File: src/common/ipmc_pkg.sv
package ipmc_pkg;

  // clock and one-second prescale
  localparam int CLOCK_HZ     = 20_000_000;
  localparam int ONE_SECOND_S = 1;
  localparam int SECOND_TICKS = CLOCK_HZ * ONE_SECOND_S;
  localparam int MINUTE_S     = 60;
  localparam int HOUR_S       = 3600;
  localparam int SECS_W       = 15;

  // opcodes
  localparam logic [7:0] OP_IDLE       = 8'hE3;
  localparam logic [7:0] OP_IDLE_ALT   = 8'h97;
  localparam logic [7:0] OP_IDLE_IMM   = 8'hE1;
  localparam logic [7:0] OP_IDLE_IMM_A = 8'h95;

  // head unload signature and reply
  localparam logic [7:0] UNL_FEATURE = 8'h44;
  localparam logic [7:0] UNL_COUNT   = 8'h00;
  localparam logic [7:0] UNL_LBA_LO  = 8'h4C;
  localparam logic [7:0] UNL_LBA_MID = 8'h4E;
  localparam logic [7:0] UNL_LBA_HI  = 8'h55;
  localparam logic [7:0] UNL_REPLY   = 8'hC4;

  // timeout encoding
  localparam logic [7:0] TO_OFF       = 8'h00;
  localparam logic [7:0] TO_SHORT_MAX = 8'hF0;
  localparam logic [7:0] TO_LONG_MAX  = 8'hFB;
  localparam logic [7:0] TO_21M       = 8'hFC;
  localparam logic [7:0] TO_8H        = 8'hFD;
  localparam logic [7:0] TO_RESERVED  = 8'hFE;
  localparam logic [7:0] TO_21M15S    = 8'hFF;
  localparam int TO_SHORT_STEP_S = 5;
  localparam int TO_LONG_STEP_M  = 30;
  localparam int TO_21M_M        = 21;
  localparam int TO_8H_H         = 8;
  localparam int TO_EXTRA_S      = 15;

  // status and error bit positions
  localparam int ST_BUSY  = 7;
  localparam int ST_READY = 6;
  localparam int ST_FAULT = 5;
  localparam int ST_SEEK  = 4;
  localparam int ST_ERR   = 0;
  localparam int ER_ABORT = 2;
  localparam logic [7:0] STATUS_RESET = 8'h50;

  // controller register map (byte addresses)
  localparam logic [4:0] REG_CMD      = 5'h00;
  localparam logic [4:0] REG_PARAM0   = 5'h04;
  localparam logic [4:0] REG_PARAM1   = 5'h08;
  localparam logic [4:0] REG_RESULT   = 5'h0C;
  localparam logic [4:0] REG_IRQ_STAT = 5'h10;
  localparam logic [4:0] REG_IRQ_CLR  = 5'h14;
  localparam logic [4:0] REG_IRQ_EN   = 5'h18;
  localparam int CMD_SRST_BIT = 8;
  localparam int RES_PEND_BIT = 24;
  localparam int IRQ_DONE     = 0;
  localparam int IRQ_ABORT    = 1;
  localparam int IRQ_W        = 2;

  typedef enum logic [3:0] {
    DS_WAIT = 4'b0001,
    DS_EXEC = 4'b0010,
    DS_SPIN = 4'b0100,
    DS_DONE = 4'b1000
  } ipmc_dstate_e;

  function automatic logic ipmc_is_unload(input logic [7:0] cmd, input logic [7:0] feat,
                                          input logic [7:0] cnt, input logic [7:0] lo,
                                          input logic [7:0] mid, input logic [7:0] hi);
    return (cmd == OP_IDLE_IMM || cmd == OP_IDLE_IMM_A) && feat == UNL_FEATURE &&
           cnt == UNL_COUNT && lo == UNL_LBA_LO && mid == UNL_LBA_MID && hi == UNL_LBA_HI;
  endfunction

  function automatic logic [SECS_W-1:0] ipmc_timeout_secs(input logic [7:0] v);
    int s;
    s = 0;
    if (v == TO_OFF)
      s = 0;
    else if (v <= TO_SHORT_MAX)
      s = int'(v) * TO_SHORT_STEP_S;
    else if (v <= TO_LONG_MAX)
      s = (int'(v) - int'(TO_SHORT_MAX)) * TO_LONG_STEP_M * MINUTE_S;
    else if (v == TO_21M)
      s = TO_21M_M * MINUTE_S;
    else if (v == TO_8H)
      s = TO_8H_H * HOUR_S;
    else if (v == TO_21M15S)
      s = TO_21M_M * MINUTE_S + TO_EXTRA_S;
    return SECS_W'(s);
  endfunction

endpackage

File: src/common/ipmc_if.sv
`timescale 1ns/1ps
`default_nettype none
interface ipmc_if;
  logic       cmd_valid;
  logic [7:0] cmd_code;
  logic [7:0] feature;
  logic [7:0] count;
  logic [7:0] lba_low;
  logic [7:0] lba_mid;
  logic [7:0] lba_high;
  logic       soft_reset;
  logic       busy;
  logic       done;
  logic [7:0] status;
  logic [7:0] error;
  logic [7:0] lba_low_ret;

  modport host_end (output cmd_valid, cmd_code, feature, count, lba_low, lba_mid, lba_high, soft_reset,
                    input busy, done, status, error, lba_low_ret);
  modport device_end (input cmd_valid, cmd_code, feature, count, lba_low, lba_mid, lba_high, soft_reset,
                      output busy, done, status, error, lba_low_ret);
endinterface
`default_nettype wire

File: src/logic/ipmc_device_end.sv
// Our own choices: the placing of the registers and the Avalon-MM interface to the registers.
`timescale 1ns/1ps
`default_nettype none
// How it works
// - E3h and 97h both mean timed idle
// - standby plus timed idle: idle, load timer
// - already idle: power mode stays idle
// - spin-up requested only when spindle stopped
// - idle keeps spindle turning, no wake delay
// - count field zero disables auto standby
// - 1-240 times five; 241-251 half hours
// - 252, 253, 255 fixed; 254 reserved
// - timer expiry without access enters standby
// - any accepted command reloads full interval
// - E1h/95h immediate idle, spin-up if stopped
// - immediate idle keeps programmed timeout
// - unload signature parks heads, replies C4h
// - unload aborts read look-ahead
// - unload suspends cached write flushing
// - flushing resumes on reset or other command
module ipmc_device_end
  import ipmc_pkg::*;
#(
  parameter int TICKS_PER_SEC = SECOND_TICKS
)
(
  input  wire logic       clock,
  input  wire logic       rst,
  ipmc_if.device_end      bus,
  input  wire logic       spindle_spinning,
  output logic            spin_up_req,
  output logic            standby_mode,
  output logic            heads_unload,
  output logic            read_ahead_abort,
  output logic            flush_suspend,
  output logic            timer_running
);

  localparam int PRESC_W = $clog2(TICKS_PER_SEC + 1);

  ipmc_dstate_e           state;
  logic                   spin_meta;
  logic                   spin_sync;
  logic [7:0]             cmd_q;
  logic [7:0]             feat_q;
  logic [7:0]             count_q;
  logic [7:0]             lo_q;
  logic [7:0]             mid_q;
  logic [7:0]             hi_q;
  logic                   abort_q;
  logic                   unload_q;
  logic [SECS_W-1:0]      interval;
  logic [SECS_W-1:0]      secs_left;
  logic [PRESC_W-1:0]     presc;
  logic                   take;
  logic                   is_timed;
  logic                   is_imm;
  logic                   is_unload;
  logic                   reject;
  logic                   sec_tick;
  logic                   expire;

  // spindle state arrives from the motor controller, outside this clock
  always_ff @(posedge clock or posedge rst)
  begin
    if (rst)
    begin
      spin_meta <= 1'b0;
      spin_sync <= 1'b0;
    end
    else
    begin
      spin_meta <= spindle_spinning;
      spin_sync <= spin_meta;
    end
  end

  assign take      = bus.cmd_valid && state == DS_WAIT;
  assign is_timed  = cmd_q == OP_IDLE || cmd_q == OP_IDLE_ALT;
  assign is_imm    = cmd_q == OP_IDLE_IMM || cmd_q == OP_IDLE_IMM_A;
  assign is_unload = ipmc_is_unload(cmd_q, feat_q, count_q, lo_q, mid_q, hi_q);
  assign reject    = !(is_timed || is_imm) || (is_timed && count_q == TO_RESERVED);
  assign sec_tick  = presc == PRESC_W'(TICKS_PER_SEC - 1);
  // counting pauses while a command runs; the take reloads it anyway
  assign expire    = timer_running && state == DS_WAIT && sec_tick && secs_left == SECS_W'(1);

  always_ff @(posedge clock or posedge rst)
  begin
    if (rst)
    begin
      cmd_q   <= 8'h00;
      feat_q  <= 8'h00;
      count_q <= 8'h00;
      lo_q    <= 8'h00;
      mid_q   <= 8'h00;
      hi_q    <= 8'h00;
    end
    else if (take)
    begin
      cmd_q   <= bus.cmd_code;
      feat_q  <= bus.feature;
      count_q <= bus.count;
      lo_q    <= bus.lba_low;
      mid_q   <= bus.lba_mid;
      hi_q    <= bus.lba_high;
    end
  end

  always_ff @(posedge clock or posedge rst)
  begin
    if (rst)
    begin
      state       <= DS_WAIT;
      abort_q     <= 1'b0;
      unload_q    <= 1'b0;
      spin_up_req <= 1'b0;
    end
    else
    begin
      unique case (state)
        DS_WAIT:
        begin
          if (take)
            state <= DS_EXEC;
        end
        DS_EXEC:
        begin
          abort_q  <= reject;
          unload_q <= is_unload && !reject;
          if (reject || is_unload)
            state <= DS_DONE;
          else if (spin_sync)
            state <= DS_DONE;
          else
          begin
            spin_up_req <= 1'b1;
            state       <= DS_SPIN;
          end
        end
        DS_SPIN:
        begin
          if (spin_sync)
          begin
            spin_up_req <= 1'b0;
            state       <= DS_DONE;
          end
        end
        DS_DONE:
          state <= DS_WAIT;
      endcase
    end
  end

  // power mode: left only by a command, entered only by reset or expiry
  always_ff @(posedge clock or posedge rst)
  begin
    if (rst)
      standby_mode <= 1'b1;
    else if (state == DS_EXEC && !reject && !is_unload)
      standby_mode <= 1'b0;
    else if (expire)
      standby_mode <= 1'b1;
  end

  always_ff @(posedge clock or posedge rst)
  begin
    if (rst)
    begin
      interval      <= '0;
      timer_running <= 1'b0;
      secs_left     <= '0;
      presc         <= '0;
    end
    else if (state == DS_EXEC && is_timed && !reject)
    begin
      interval      <= ipmc_timeout_secs(count_q);
      timer_running <= count_q != TO_OFF;
      secs_left     <= ipmc_timeout_secs(count_q);
      presc         <= '0;
    end
    else if (take)
    begin
      secs_left <= interval;
      presc     <= '0;
    end
    else if (timer_running && state == DS_WAIT && !standby_mode)
    begin
      if (sec_tick)
      begin
        presc <= '0;
        if (expire)
          secs_left <= interval;
        else
          secs_left <= secs_left - SECS_W'(1);
      end
      else
        presc <= presc + PRESC_W'(1);
    end
  end

  always_ff @(posedge clock or posedge rst)
  begin
    if (rst)
    begin
      heads_unload     <= 1'b0;
      read_ahead_abort <= 1'b0;
      flush_suspend    <= 1'b0;
    end
    else
    begin
      heads_unload     <= state == DS_EXEC && is_unload;
      read_ahead_abort <= state == DS_EXEC && is_unload;
      if (bus.soft_reset)
        flush_suspend <= 1'b0;
      else if (state == DS_EXEC && is_unload)
        flush_suspend <= 1'b1;
      else if (take && !ipmc_is_unload(bus.cmd_code, bus.feature, bus.count, bus.lba_low, bus.lba_mid,
                                       bus.lba_high))
        flush_suspend <= 1'b0;
    end
  end

  // task-file answer
  always_ff @(posedge clock or posedge rst)
  begin
    if (rst)
    begin
      bus.busy        <= 1'b0;
      bus.done        <= 1'b0;
      bus.status      <= STATUS_RESET;
      bus.error       <= 8'h00;
      bus.lba_low_ret <= 8'h00;
    end
    else
    begin
      bus.done <= state == DS_DONE;
      if (take)
      begin
        bus.busy   <= 1'b1;
        bus.status <= 8'h00;
        bus.status[ST_BUSY] <= 1'b1;
      end
      else if (state == DS_DONE)
      begin
        bus.busy   <= 1'b0;
        bus.status <= 8'h00;
        bus.status[ST_READY] <= 1'b1;
        bus.status[ST_SEEK]  <= 1'b1;
        bus.status[ST_ERR]   <= abort_q;
        bus.error  <= 8'h00;
        bus.error[ER_ABORT]  <= abort_q;
        bus.lba_low_ret <= unload_q ? UNL_REPLY : lo_q;
      end
    end
  end

endmodule // ipmc_device_end
`default_nettype wire

File: src/flat_wrapper.sv
// flat-port wrapper written by rule: the top's interface ports become plain ports
module ipmc_device_end_flat import ipmc_pkg::*;
#(
  parameter int TICKS_PER_SEC = SECOND_TICKS
)
  (clock, rst, spindle_spinning, spin_up_req, standby_mode, heads_unload, read_ahead_abort, flush_suspend, timer_running, bus_cmd_valid, bus_cmd_code, bus_feature, bus_count, bus_lba_low, bus_lba_mid, bus_lba_high, bus_soft_reset, bus_busy, bus_done, bus_status, bus_error, bus_lba_low_ret);
  ipmc_if bus_i ();
  input  wire logic clock;
  input  wire logic rst;
  input  wire logic spindle_spinning;
  output logic spin_up_req;
  output logic standby_mode;
  output logic heads_unload;
  output logic read_ahead_abort;
  output logic flush_suspend;
  output logic timer_running;
  input wire logic [$bits(bus_i.cmd_valid)-1:0] bus_cmd_valid;
  input wire logic [$bits(bus_i.cmd_code)-1:0] bus_cmd_code;
  input wire logic [$bits(bus_i.feature)-1:0] bus_feature;
  input wire logic [$bits(bus_i.count)-1:0] bus_count;
  input wire logic [$bits(bus_i.lba_low)-1:0] bus_lba_low;
  input wire logic [$bits(bus_i.lba_mid)-1:0] bus_lba_mid;
  input wire logic [$bits(bus_i.lba_high)-1:0] bus_lba_high;
  input wire logic [$bits(bus_i.soft_reset)-1:0] bus_soft_reset;
  output wire logic [$bits(bus_i.busy)-1:0] bus_busy;
  output wire logic [$bits(bus_i.done)-1:0] bus_done;
  output wire logic [$bits(bus_i.status)-1:0] bus_status;
  output wire logic [$bits(bus_i.error)-1:0] bus_error;
  output wire logic [$bits(bus_i.lba_low_ret)-1:0] bus_lba_low_ret;
  assign bus_i.cmd_valid = bus_cmd_valid;
  assign bus_i.cmd_code = bus_cmd_code;
  assign bus_i.feature = bus_feature;
  assign bus_i.count = bus_count;
  assign bus_i.lba_low = bus_lba_low;
  assign bus_i.lba_mid = bus_lba_mid;
  assign bus_i.lba_high = bus_lba_high;
  assign bus_i.soft_reset = bus_soft_reset;
  assign bus_busy = bus_i.busy;
  assign bus_done = bus_i.done;
  assign bus_status = bus_i.status;
  assign bus_error = bus_i.error;
  assign bus_lba_low_ret = bus_i.lba_low_ret;
  ipmc_device_end #(.TICKS_PER_SEC(TICKS_PER_SEC)) u_core (.clock(clock), .rst(rst), .bus(bus_i), .spindle_spinning(spindle_spinning), .spin_up_req(spin_up_req), .standby_mode(standby_mode), .heads_unload(heads_unload), .read_ahead_abort(read_ahead_abort), .flush_suspend(flush_suspend), .timer_running(timer_running));
endmodule
File: config.mk
export PLATFORM = sky130hd
export DESIGN_NAME = ipmc_device_end_flat
export DESIGN_NICKNAME = d
export VERILOG_FILES = /design/src/common/ipmc_pkg.sv /design/src/common/ipmc_if.sv /design/src/logic/ipmc_device_end.sv /design/src/flat_wrapper.sv
export SDC_FILE = /design/constraint.sdc
export NUM_CORES = 1
export LEC_CHECK = 0
export BUFFER_PORTS_ARGS = -buffer_cell sky130_fd_sc_hd__buf_2
export CAP_MARGIN = 20
export CORE_MARGIN = 4
export CORE_UTILIZATION = 60
export DETAILED_ROUTE_END_ITERATION = 8
export GPL_TIMING_DRIVEN = 0
export PLACE_DENSITY = 0.81
export SKIP_LAST_GASP = 1
export SYNTH_ARGS = -nofsm -noshare
export SYNTH_HDL_FRONTEND = slang
export SYNTH_SLANG_ARGS = --single-unit
File: constraint.sdc
create_clock -name clock -period 17.6 [get_ports clock]
set_clock_uncertainty 0.2 [all_clocks]
set_input_delay 3.52 -clock clock [delete_from_list [all_inputs] [get_ports clock]]
set_output_delay 3.52 -clock clock [all_outputs]
set_load 0.02 [all_outputs]
==> results of run 1 <==
cells by family after synthesis:
| kind of cell | after synthesis | synth area share |
|---|---|---|
| simple gates | 443 | 0.241 |
| mux | 4 | 0.00449 |
| other cells | 1 | 0.000420 |
| compound gates | 170 | 0.120 |
| xor+xnor | 55 | 0.0555 |
| flops | 129 | 0.362 |
| fa+ha+maj | 89 | 0.147 |
| buf+inv | 141 | 0.0694 |
critical path, stage by stage (launching register included):
cell and delay [ns]:
dfrtp_1 0.59, inv_1 0.17, ha_1 0.38, inv_1 0.14
fa_1 0.46, fa_1 0.54, inv_1 0.04, ha_1 0.37
nand3_1 0.13, o2111ai_1 0.28, xnor2_1 0.23, inv_1 0.16
ha_1 0.34, fa_1 0.53, inv_1 0.05, fa_1 0.44
xor2_1 0.16, xnor2_1 0.18, xnor2_1 0.15, xnor2_1 0.16
xnor3_1 0.35, nor3_1 0.33, o21ai_1 0.10, o31a_1 0.15
a21oi_1 0.13
worst max-delay path by stage:
stage                                       to  cells past startpoint
after floorplan                 u_core.abort_q                      1
after global placement       u_core.count_q[5]                      2
after detailed placement  u_core.secs_left[14]                     23
after CTS                 u_core.secs_left[14]                     24
after global routing      u_core.secs_left[14]                     24
final                     u_core.secs_left[14]                     24
cell usage in the layout, fill, tap and decap left out, drive strengths merged, types with 5 or more instances in the layout:
| cell | instances |
|---|---|
| a211oi | 5 |
| a21o | 12 |
| a21oi | 52 |
| a31oi | 8 |
| and3 | 10 |
| buf | 101 |
| bufinv | 5 |
| clkbuf | 35 |
| clkinv | 6 |
| conb | 11 |
| dfrtp | 126 |
| fa | 27 |
| ha | 62 |
| inv | 99 |
| nand2 | 212 |
| nand2b | 5 |
| nand3 | 29 |
| nand4 | 14 |
| nor2 | 82 |
| nor2b | 6 |
| nor3 | 28 |
| nor4 | 9 |
| nor4b | 11 |
| o211ai | 9 |
| o21a | 7 |
| o21ai | 46 |
| o31ai | 8 |
| or3 | 10 |
| xnor2 | 36 |
| xor2 | 18 |
flip-flops by register name, indices dropped and copies added (netlist names), 3 cells and up:
signal	cells
u_core.secs_left	15
u_core.bus.status	3
u_core.mid_q	8
u_core.state	4
u_core.cmd_q	8
u_core.count_q	8
u_core.presc	25
u_core.bus.lba_low_ret	8
u_core.lo_q	8
u_core.interval	15
u_core.hi_q	8
u_core.feat_q	8
final cells by class:
class                   count  area share
inverters                  96      0.0356
plain buffers              45      0.0253
multi-input cells         772       0.499
flip-flops and latches    129       0.315
clock inverters            15      0.0226
repair buffers             74      0.0383
well taps                 184      0.0225
clock buffers              17      0.0415
metal layers:
| layer | up-vias | track usage | part of all wire | wire length, um |
|---|---|---|---|---|
| li1 | 3669 | - | - | - |
| met3 | 19 | 0.0508 | 0.054 | 1120 |
| met1 | 3525 | 0.359 | 0.44 | 9150 |
| met4 | 0 | 0.0672 | 0.0076 | 157 |
| met2 | 232 | 0.426 | 0.50 | 10200 |
| met5 | - | 0 | 0 | 0 |
per-stage QoR:
step,area [um2],worst slack (ns)
after floorplan,8960,10.44
after global placement,9560,9.08
after detailed placement,9590,10.74
after CTS,10200,10.71
after global routing,10200,10.29
final,10200,10.74
==> impl_metrics.yaml, run 1 <==
synthesis:
  post_synth_instance_area_um2: 8930
  yosysSeqAreaShare: 0.362
  synth.cells.most_frequent: "nand2_1 (210), dfrtp_1 (126), inv_1 (93), nor2_1 (76), ha_1 (62)"
  synth_edf_count: 0
  yosys.cell_types.count: 80
  synth-warning-count: 0
  syn-mean-instance-area_um2: 8.65
  synth_top_area_frac: 0.353
  postSynthCellCount: 1032
  synth_top_area_cell: "dfrtp_1"
  synth-async-reset-ratio: 1.00
  synth_most_common_cell: "nand2_1"
  synth_top_flop_cell: "dfrtp_1"
  ys_top_cells_by_area: "dfrtp_1 (35%), nand2_1 (8.8%), ha_1 (8.7%)"
  ys_ff_latch: 129
sta:
  finalCritPeriodShare: 0.390
  period_needed_ns: 6.86
  setup_viol_count_final: 0
  timing.max_slew.rel_slack: 0.503
  whs_ns: 0.148
  worstMarginPinSlew_ns: 0.742
  max_slew_violation_count: 0
  clock.fmax_mhz: 146
  timing.setup.tns_ns: 0
  rsz0062_at_grt: "false"
  final_hold_viol_count: 0
floorplan:
  starting_utilization_of_the_core_area: 0.614
  die_height_um: 130
  placeableCoreArea_um2: 14500
  placementRows: 44
  ioPinCount: 85
  horiz_die_dim_um: 130
  die-area_um2: 16900
cells_and_area:
  post_route_cells_drive_above_1_share: 0.145
  final.fill_count: 1136
  diodes: 0
  layout_area_growth_over_synthesis_pct: 14.8
  multiInputGateArea_um2: 5110
  storage_element_area_um2: 3230
  layout.nets: 1277
  fin_cells: 1332
  utilization: 0.705
cts:
  cts_buffer_depth: 2
  cts_repair_resizes: 0
  tritoncts_num_sinks: 129
  post-cts-setup-buffers: 0
  cts.htree.levels: 4
  cts_tree: "yes"
  cts.hold.buffers_added: 0
  worstSkewPairLatency_ns: 0.43
  clkTransAtPathRegs_ns: 0.06
  cts-buffers-inserted: 17
  ctsRootBufferMaster: "clkbuf_16"
flow_run:
  maxCapViolCount: 0
placed_design:
  place_hpwl_mm: 15.4
  gpl.final_weighted_congestion: 0.838
  port-buffer-count: 73
  placed_cells_incl_taps: 1300
detailed_routing:
  post_drt_wl_per_cell_um: 15.5
  dr.pass1.iters: 7
  ant_nets: 0
  totalWireLength_mm: 20.6
  drt_drc_violations_left: 0
  detailroute.via_count: 7445
  drt-initial-drc-count: 580
  post_drt_via_cell_ratio: 5.59
outcome:
  status: "complete, no violations"
min_path:
  min-delay-start: "u_core.spin_meta"
  whs_path_depth: 0
  min-delay-path-class: "flop to flop"
  min_delay_worst_endpoint: "u_core.spin_sync"
grt:
  grt_start_max_net_pins: 91
  first_global_vias: 7347
  grt_pass1_wl_mm: 35.1
  grt.overflow.total: 0
  grt_antenna_before_repair: 0
  grtUsageTotal: 0.260
critical_path:
  worst_setup_path_startpoint: "u_core.count_q[4]"
  worstReg2RegStart: "u_core.count_q[4]"
  worstRegToRegCells: 24
  timing_worst_setup_path_type: "flop to flop"
  cp_max_fo: 8
  destination_of_the_worst_register_to_register_timing_path: "u_core.secs_left[14]"
  timing.critical_path.required_ns: 17.76
  cp-start-kind: "flop"
  critPathArrivalTime_ns: 7.01
  endpoint_kind: "flop"
  rrSetupSlack_ns: 10.74
Power of run 1 is left out: the tool's default activity adds up to more than one toggle a clock period on the data nets, which glitch-free logic cannot reach.
==> run 2: changes to the inputs <==
==> constraint.sdc (replaced) <==
create_clock -name clock -period 6.95 [get_ports clock]
set_clock_uncertainty 0.2 [all_clocks]
set_input_delay 1.39 -clock clock [delete_from_list [all_inputs] [get_ports clock]]
set_output_delay 1.39 -clock clock [all_outputs]
set_load 0.02 [all_outputs]
==> impl_metrics.yaml, run 2 (synthesized netlist as in run 1, its figures left out) <==
sta:
  rsz0062_at_grt: "false"
  timing.setup.tns_ns: 0
  max_slew_violation_count: 0
  setup_viol_count_final: 0
  clock.fmax_mhz: 154
  period_needed_ns: 6.51
  timing.max_slew.rel_slack: 0.484
  final_hold_viol_count: 0
  worstMarginPinSlew_ns: 0.770
  finalCritPeriodShare: 0.937
detailed_routing:
  met3_wire_length_mm: 1.11
  drt_drc_violations_left: 0
  dr.pass1.iters: 5
  post_drt_wl_per_cell_um: 15.4
  drt-initial-drc-count: 578
  post_drt_via_cell_ratio: 5.61
  topRoutingLayerUsed: "met4"
  detailroute.via_count: 7490
  ant_nets: 0
  met1_wl_mm: 9.12
  totalWireLength_mm: 20.6
  dr_wl_met2_mm: 10.2
flow_run:
  maxCapViolCount: 0
grt:
  grt_antenna_before_repair: 0
  grt_pass1_wl_mm: 35.1
  grtUsageTotal: 0.260
  first_global_vias: 7347
  grt_start_max_net_pins: 91
  grt.overflow.total: 0
cts:
  cts.htree.levels: 4
  worstSkewPairLatency_ns: 0.43
  tritoncts_num_sinks: 129
  cts_buffer_depth: 2
  cts.hold.buffers_added: 0
  clkTransAtPathRegs_ns: 0.06
  cts-buffers-inserted: 17
  cts_tree: "yes"
  ctsRootBufferMaster: "clkbuf_16"
critical_path:
  cp-start-kind: "flop"
  worstReg2RegStart: "u_core.count_q[4]"
  endpoint_kind: "flop"
  timing_worst_setup_path_type: "flop to flop"
  cp_max_fo: 6
  rrSetupSlack_ns: 0.44
  critPathArrivalTime_ns: 6.67
  timing.critical_path.required_ns: 7.11
  destination_of_the_worst_register_to_register_timing_path: "u_core.secs_left[14]"
  worstRegToRegCells: 23
cells_and_area:
  post_route_cells_drive_above_1_share: 0.152
  diodes: 0
  largest_register_by_flop_count: "u_core.presc"
  largestRegisters: "u_core.presc: 25 flops, u_core.interval: 15 flops, u_core.secs_left: 15 flops"
  largest_register_ffs: 25
  most_common_library_cell_in_the_layout_ignoring_fill_and_taps: "nand2_1"
  layout_area_growth_over_synthesis_pct: 15.3
  final.fill_count: 1129
  final_cell_mix: "nand2_1 (210), dfrtp_1 (122), inv_1 (92)"
  layout.nets: 1280
min_path:
  min-delay-path-class: "flop to flop"
  min-delay-start: "u_core.spin_meta"
  whs_path_depth: 0
  min_delay_worst_endpoint: "u_core.spin_sync"
placed_design:
  place_hpwl_mm: 15.4
  gpl.final_weighted_congestion: 0.838
  port-buffer-count: 73
floorplan:
  placementRows: 44
  horiz_die_dim_um: 130
  starting_utilization_of_the_core_area: 0.614
  die_height_um: 130
  ioPinCount: 85
  die-area_um2: 16900
  placeableCoreArea_um2: 14500
outcome:
  status: "complete, no violations"
==> run 2: final cells by class <==
class                           count  area (um2)  share of cell area
Clock inverter                     15         231              0.0225
Buffer                             45         259              0.0252
Sequential cell                   129        3240               0.315
Tap cell                          184         230              0.0224
Inverter                           96         365              0.0355
Multi-Input combinational cell    772        5120               0.498
Clock buffer                       17         425              0.0413
Timing Repair Buffer               77         415              0.0404
==> run 2: critical path, cell delays in order, from the launching register on <==
cell       delay [ns]
dfrtp_2          0.44
inv_1            0.14
ha_1             0.29
inv_1            0.14
fa_1             0.45
fa_1             0.54
inv_1            0.04
ha_1             0.37
nand3_1          0.13
o2111ai_1        0.28
xnor2_1          0.23
inv_1            0.16
ha_1             0.34
fa_1             0.53
inv_1            0.05
fa_1             0.44
xor2_1           0.16
xnor2_1          0.18
xnor2_1          0.15
xnor2_1          0.16
xnor3_1          0.36
o21a_1           0.16
o31a_1           0.34
a21oi_1          0.13
==> run 2: worst max path at each step <==
stage,startpoint,endpoint,slack [ns]
after CTS,u_core.count_q[4],u_core.secs_left[14],0.06
final,u_core.count_q[4],u_core.secs_left[14],0.44
after floorplan,u_core.count_q[4],u_core.secs_left[14],0.71
after global placement,u_core.count_q[4],u_core.secs_left[14],0.14
after detailed placement,u_core.count_q[4],u_core.secs_left[14],0.09
after global routing,u_core.count_q[4],u_core.secs_left[14],0.04
==> run 2: metal layers <==
metal	vias up	GRT usage
met1	3558	0.359
met4	0	0.0672
met2	228	0.426
li1	3679	-
met5	-	0
met3	25	0.0508
==> run 2: repair_timing <==
action	CTS	global route
hold endpoints to repair	0	0
endpoints found under the setup margin	0	4
setup buffers	0	3
gates resized for setup	0	6
==> run 2: metrics by stage <==
stage	instances	hold WS (ns)	util	area (um2)	setup slack [ns]
4_1_cts	1332	0.149	0.705	10200	0.0589
2_1_floorplan	1042	0.131	-	8960	0.714
3_3_place_gp	1299	0.135	0.658	9560	0.142
3_5_place_dp	1300	0.144	0.660	9590	0.0934
6_report	1335	0.149	0.708	10300	0.437
5_1_grt	1335	0.165	0.708	10300	0.0354
Power of run 2 is left out for the same reason.
==> run 3: changes to the inputs <==
==> constraint.sdc (replaced) <==
create_clock -name clock -period 6.95 [get_ports clock]
set_clock_uncertainty 0.2 [all_clocks]
set_input_delay 0.3475 -clock clock [delete_from_list [all_inputs] [get_ports clock]]
set_output_delay 0.3475 -clock clock [all_outputs]
set_load 0.02 [all_outputs]
==> impl_metrics.yaml, run 3 (synthesized netlist as in run 1, its figures left out) <==
outcome:
  status: "complete, no violations"
critical_path:
  critPathArrivalTime_ns: 6.76
  timing.critical_path.mode_cell: "inv_1"
  slowest_delay_ns: 0.55
  worstRegToRegCells: 23
  worstReg2RegStart: "u_core.count_q[4]"
  timing.critical_path.required_ns: 7.11
  endpoint_kind: "flop"
  timing_worst_setup_path_type: "flop to flop"
  rrSetupSlack_ns: 0.34
  cp_max_fo: 6
  cp_cell_sequence: "inv_1, ha_1, inv_1, fa_1, fa_1, inv_1, ha_1, nand3_1, o2111ai_1, xnor2_1, inv_1, ha_1, fa_1, inv_1, fa_1, xor2_1, xnor2_1, xnor2_1, xnor2_1, xnor3_1, o21a_1, o31a_1, a21oi_1"
  destination_of_the_worst_register_to_register_timing_path: "u_core.secs_left[14]"
  cp-start-kind: "flop"
  slowest_stage: "fa_1"
cells_and_area:
  storage_element_area_um2: 3240
  most_common_library_cell_in_the_layout_ignoring_fill_and_taps: "nand2_1"
  final_cell_mix: "nand2_1 (210), dfrtp_1 (122), inv_1 (92)"
  layout.cell_area.non_filler_um2: 10800
  largestRegisters: "u_core.presc: 25 flops, u_core.interval: 15 flops, u_core.secs_left: 15 flops"
  largest_register_by_flop_count: "u_core.presc"
  largest_register_ffs: 25
  utilization: 0.743
  multiInputGateArea_um2: 5120
  final.fill_count: 998
  layout.nets: 1331
  layout_area_growth_over_synthesis_pct: 21.0
  post_route_cells_drive_above_1_share: 0.146
detailed_routing:
  dr.pass1.iters: 8
  post_drt_wl_per_cell_um: 17.8
  ant_nets: 0
  post_drt_via_cell_ratio: 5.87
  totalWireLength_mm: 24.7
  drt_drc_violations_left: 0
  detailroute.via_count: 8143
  drt-initial-drc-count: 834
sta:
  max_slew_violation_count: 0
  setup_viol_count_final: 0
  finalCritPeriodShare: 0.951
  clock.fmax_mhz: 151
  timing.max_slew.rel_slack: 0.488
  worstMarginPinSlew_ns: 0.764
  final_hold_viol_count: 0
  period_needed_ns: 6.61
  post-route-worst-setup-slack_ns: 0.343
grt:
  grt_start_max_net_pins: 91
  grt.overflow.total: 0
  grtUsageTotal: 0.305
  grt_antenna_before_repair: 1
  grt_pass1_wl_mm: 40.5
  first_global_vias: 8020
cts:
  cts-buffers-inserted: 17
  clkTransAtPathRegs_ns: 0.06
  cts_tree: "yes"
  cts.htree.levels: 4
  worstSkewPairLatency_ns: 0.43
  ctsRootBufferMaster: "clkbuf_16"
  tritoncts_num_sinks: 129
  cts_buffer_depth: 2
min_path:
  min-delay-path-class: "primary input to flop"
  whs_path_depth: 4
  min-delay-start: "bus_cmd_valid"
  min_delay_worst_endpoint: "u_core.state[0]"
floorplan:
  placeableCoreArea_um2: 14500
  placementRows: 44
  die_height_um: 130
  horiz_die_dim_um: 130
  ioPinCount: 85
  starting_utilization_of_the_core_area: 0.614
  die-area_um2: 16900
placed_design:
  postPlaceCellArea_um2: 9590
  gpl.final_weighted_congestion: 0.838
  port-buffer-count: 73
  place_hpwl_mm: 15.4
  detailedPlace.worstSlack_ns: 0.0934
flow_run:
  maxCapViolCount: 0
## run 3: cell types whose count changed in the layout (fill, tap and decap cells not counted), sizes merged
cell         before  now
diode             0    1
dlygate4sd3       0   51
## run 3: final cells by class
cell class	count	area share
Multi-Input combinational cell	772	0.474
Sequential cell	129	0.300
Timing Repair Buffer	128	0.0857
Clock buffer	17	0.0394
Inverter	96	0.0338
Buffer	45	0.0240
Clock inverter	15	0.0214
Tap cell	184	0.0213
Antenna cell	1	0.000232
## run 3: timing repair
| action | 4_1_cts | 5_1_grt |
|---|---|---|
| hold buffers | 51 | 0 |
| hold endpoints to repair | 88 | 0 |
| setup endpoints to repair | 0 | 4 |
| setup buffers | 0 | 3 |
| gates resized for setup | 0 | 6 |
## run 3: worst max path at each step
| stage | from | endpoint | slack, ns | cells after the start |
|---|---|---|---|---|
| after CTS | u_core.count_q[4] | u_core.secs_left[14] | 0.06 | 24 |
| after detailed placement | u_core.count_q[4] | u_core.secs_left[14] | 0.09 | 23 |
| after global placement | u_core.count_q[4] | u_core.secs_left[14] | 0.14 | 23 |
| after global routing | u_core.count_q[4] | u_core.secs_left[14] | -0.009 | 23 |
| after floorplan | u_core.count_q[4] | u_core.secs_left[14] | 0.71 | 23 |
| final | u_core.count_q[4] | u_core.secs_left[14] | 0.34 | 23 |
## run 3: worst max-delay path: cells and delay by family, from the launching register on
kind,cells,cell delay [ns]
XOR/XNOR,6,1.24
flip-flops,1,0.42
AO/OA/AOI/OAI,4,0.91
buffers and inverters,5,0.52
AND/OR/NAND/NOR,1,0.13
adder cells (fa/ha/maj),7,3.08
## run 3: through the flow
step / TNS [ns] / hold slack [ns] / std cells
detailed placement: 0 / 0.144 / 1300
floorplan: 0 / 0.131 / 1042
global route: -0.0115 / 0.0992 / 1387
CTS: 0 / 0.0416 / 1383
finish: 0 / 0.0693 / 1387
global placement: 0 / 0.135 / 1299
## run 3: layer usage
metal | track usage | up-vias | part of all wire
met1 | 0.386 | 3821 | 0.39
met3 | 0.0720 | 104 | 0.076
met2 | 0.509 | 441 | 0.49
li1 | - | 3777 | -
met4 | 0.123 | 0 | 0.040
met5 | 0 | - | 0
Power of run 3 is left out for the same reason.
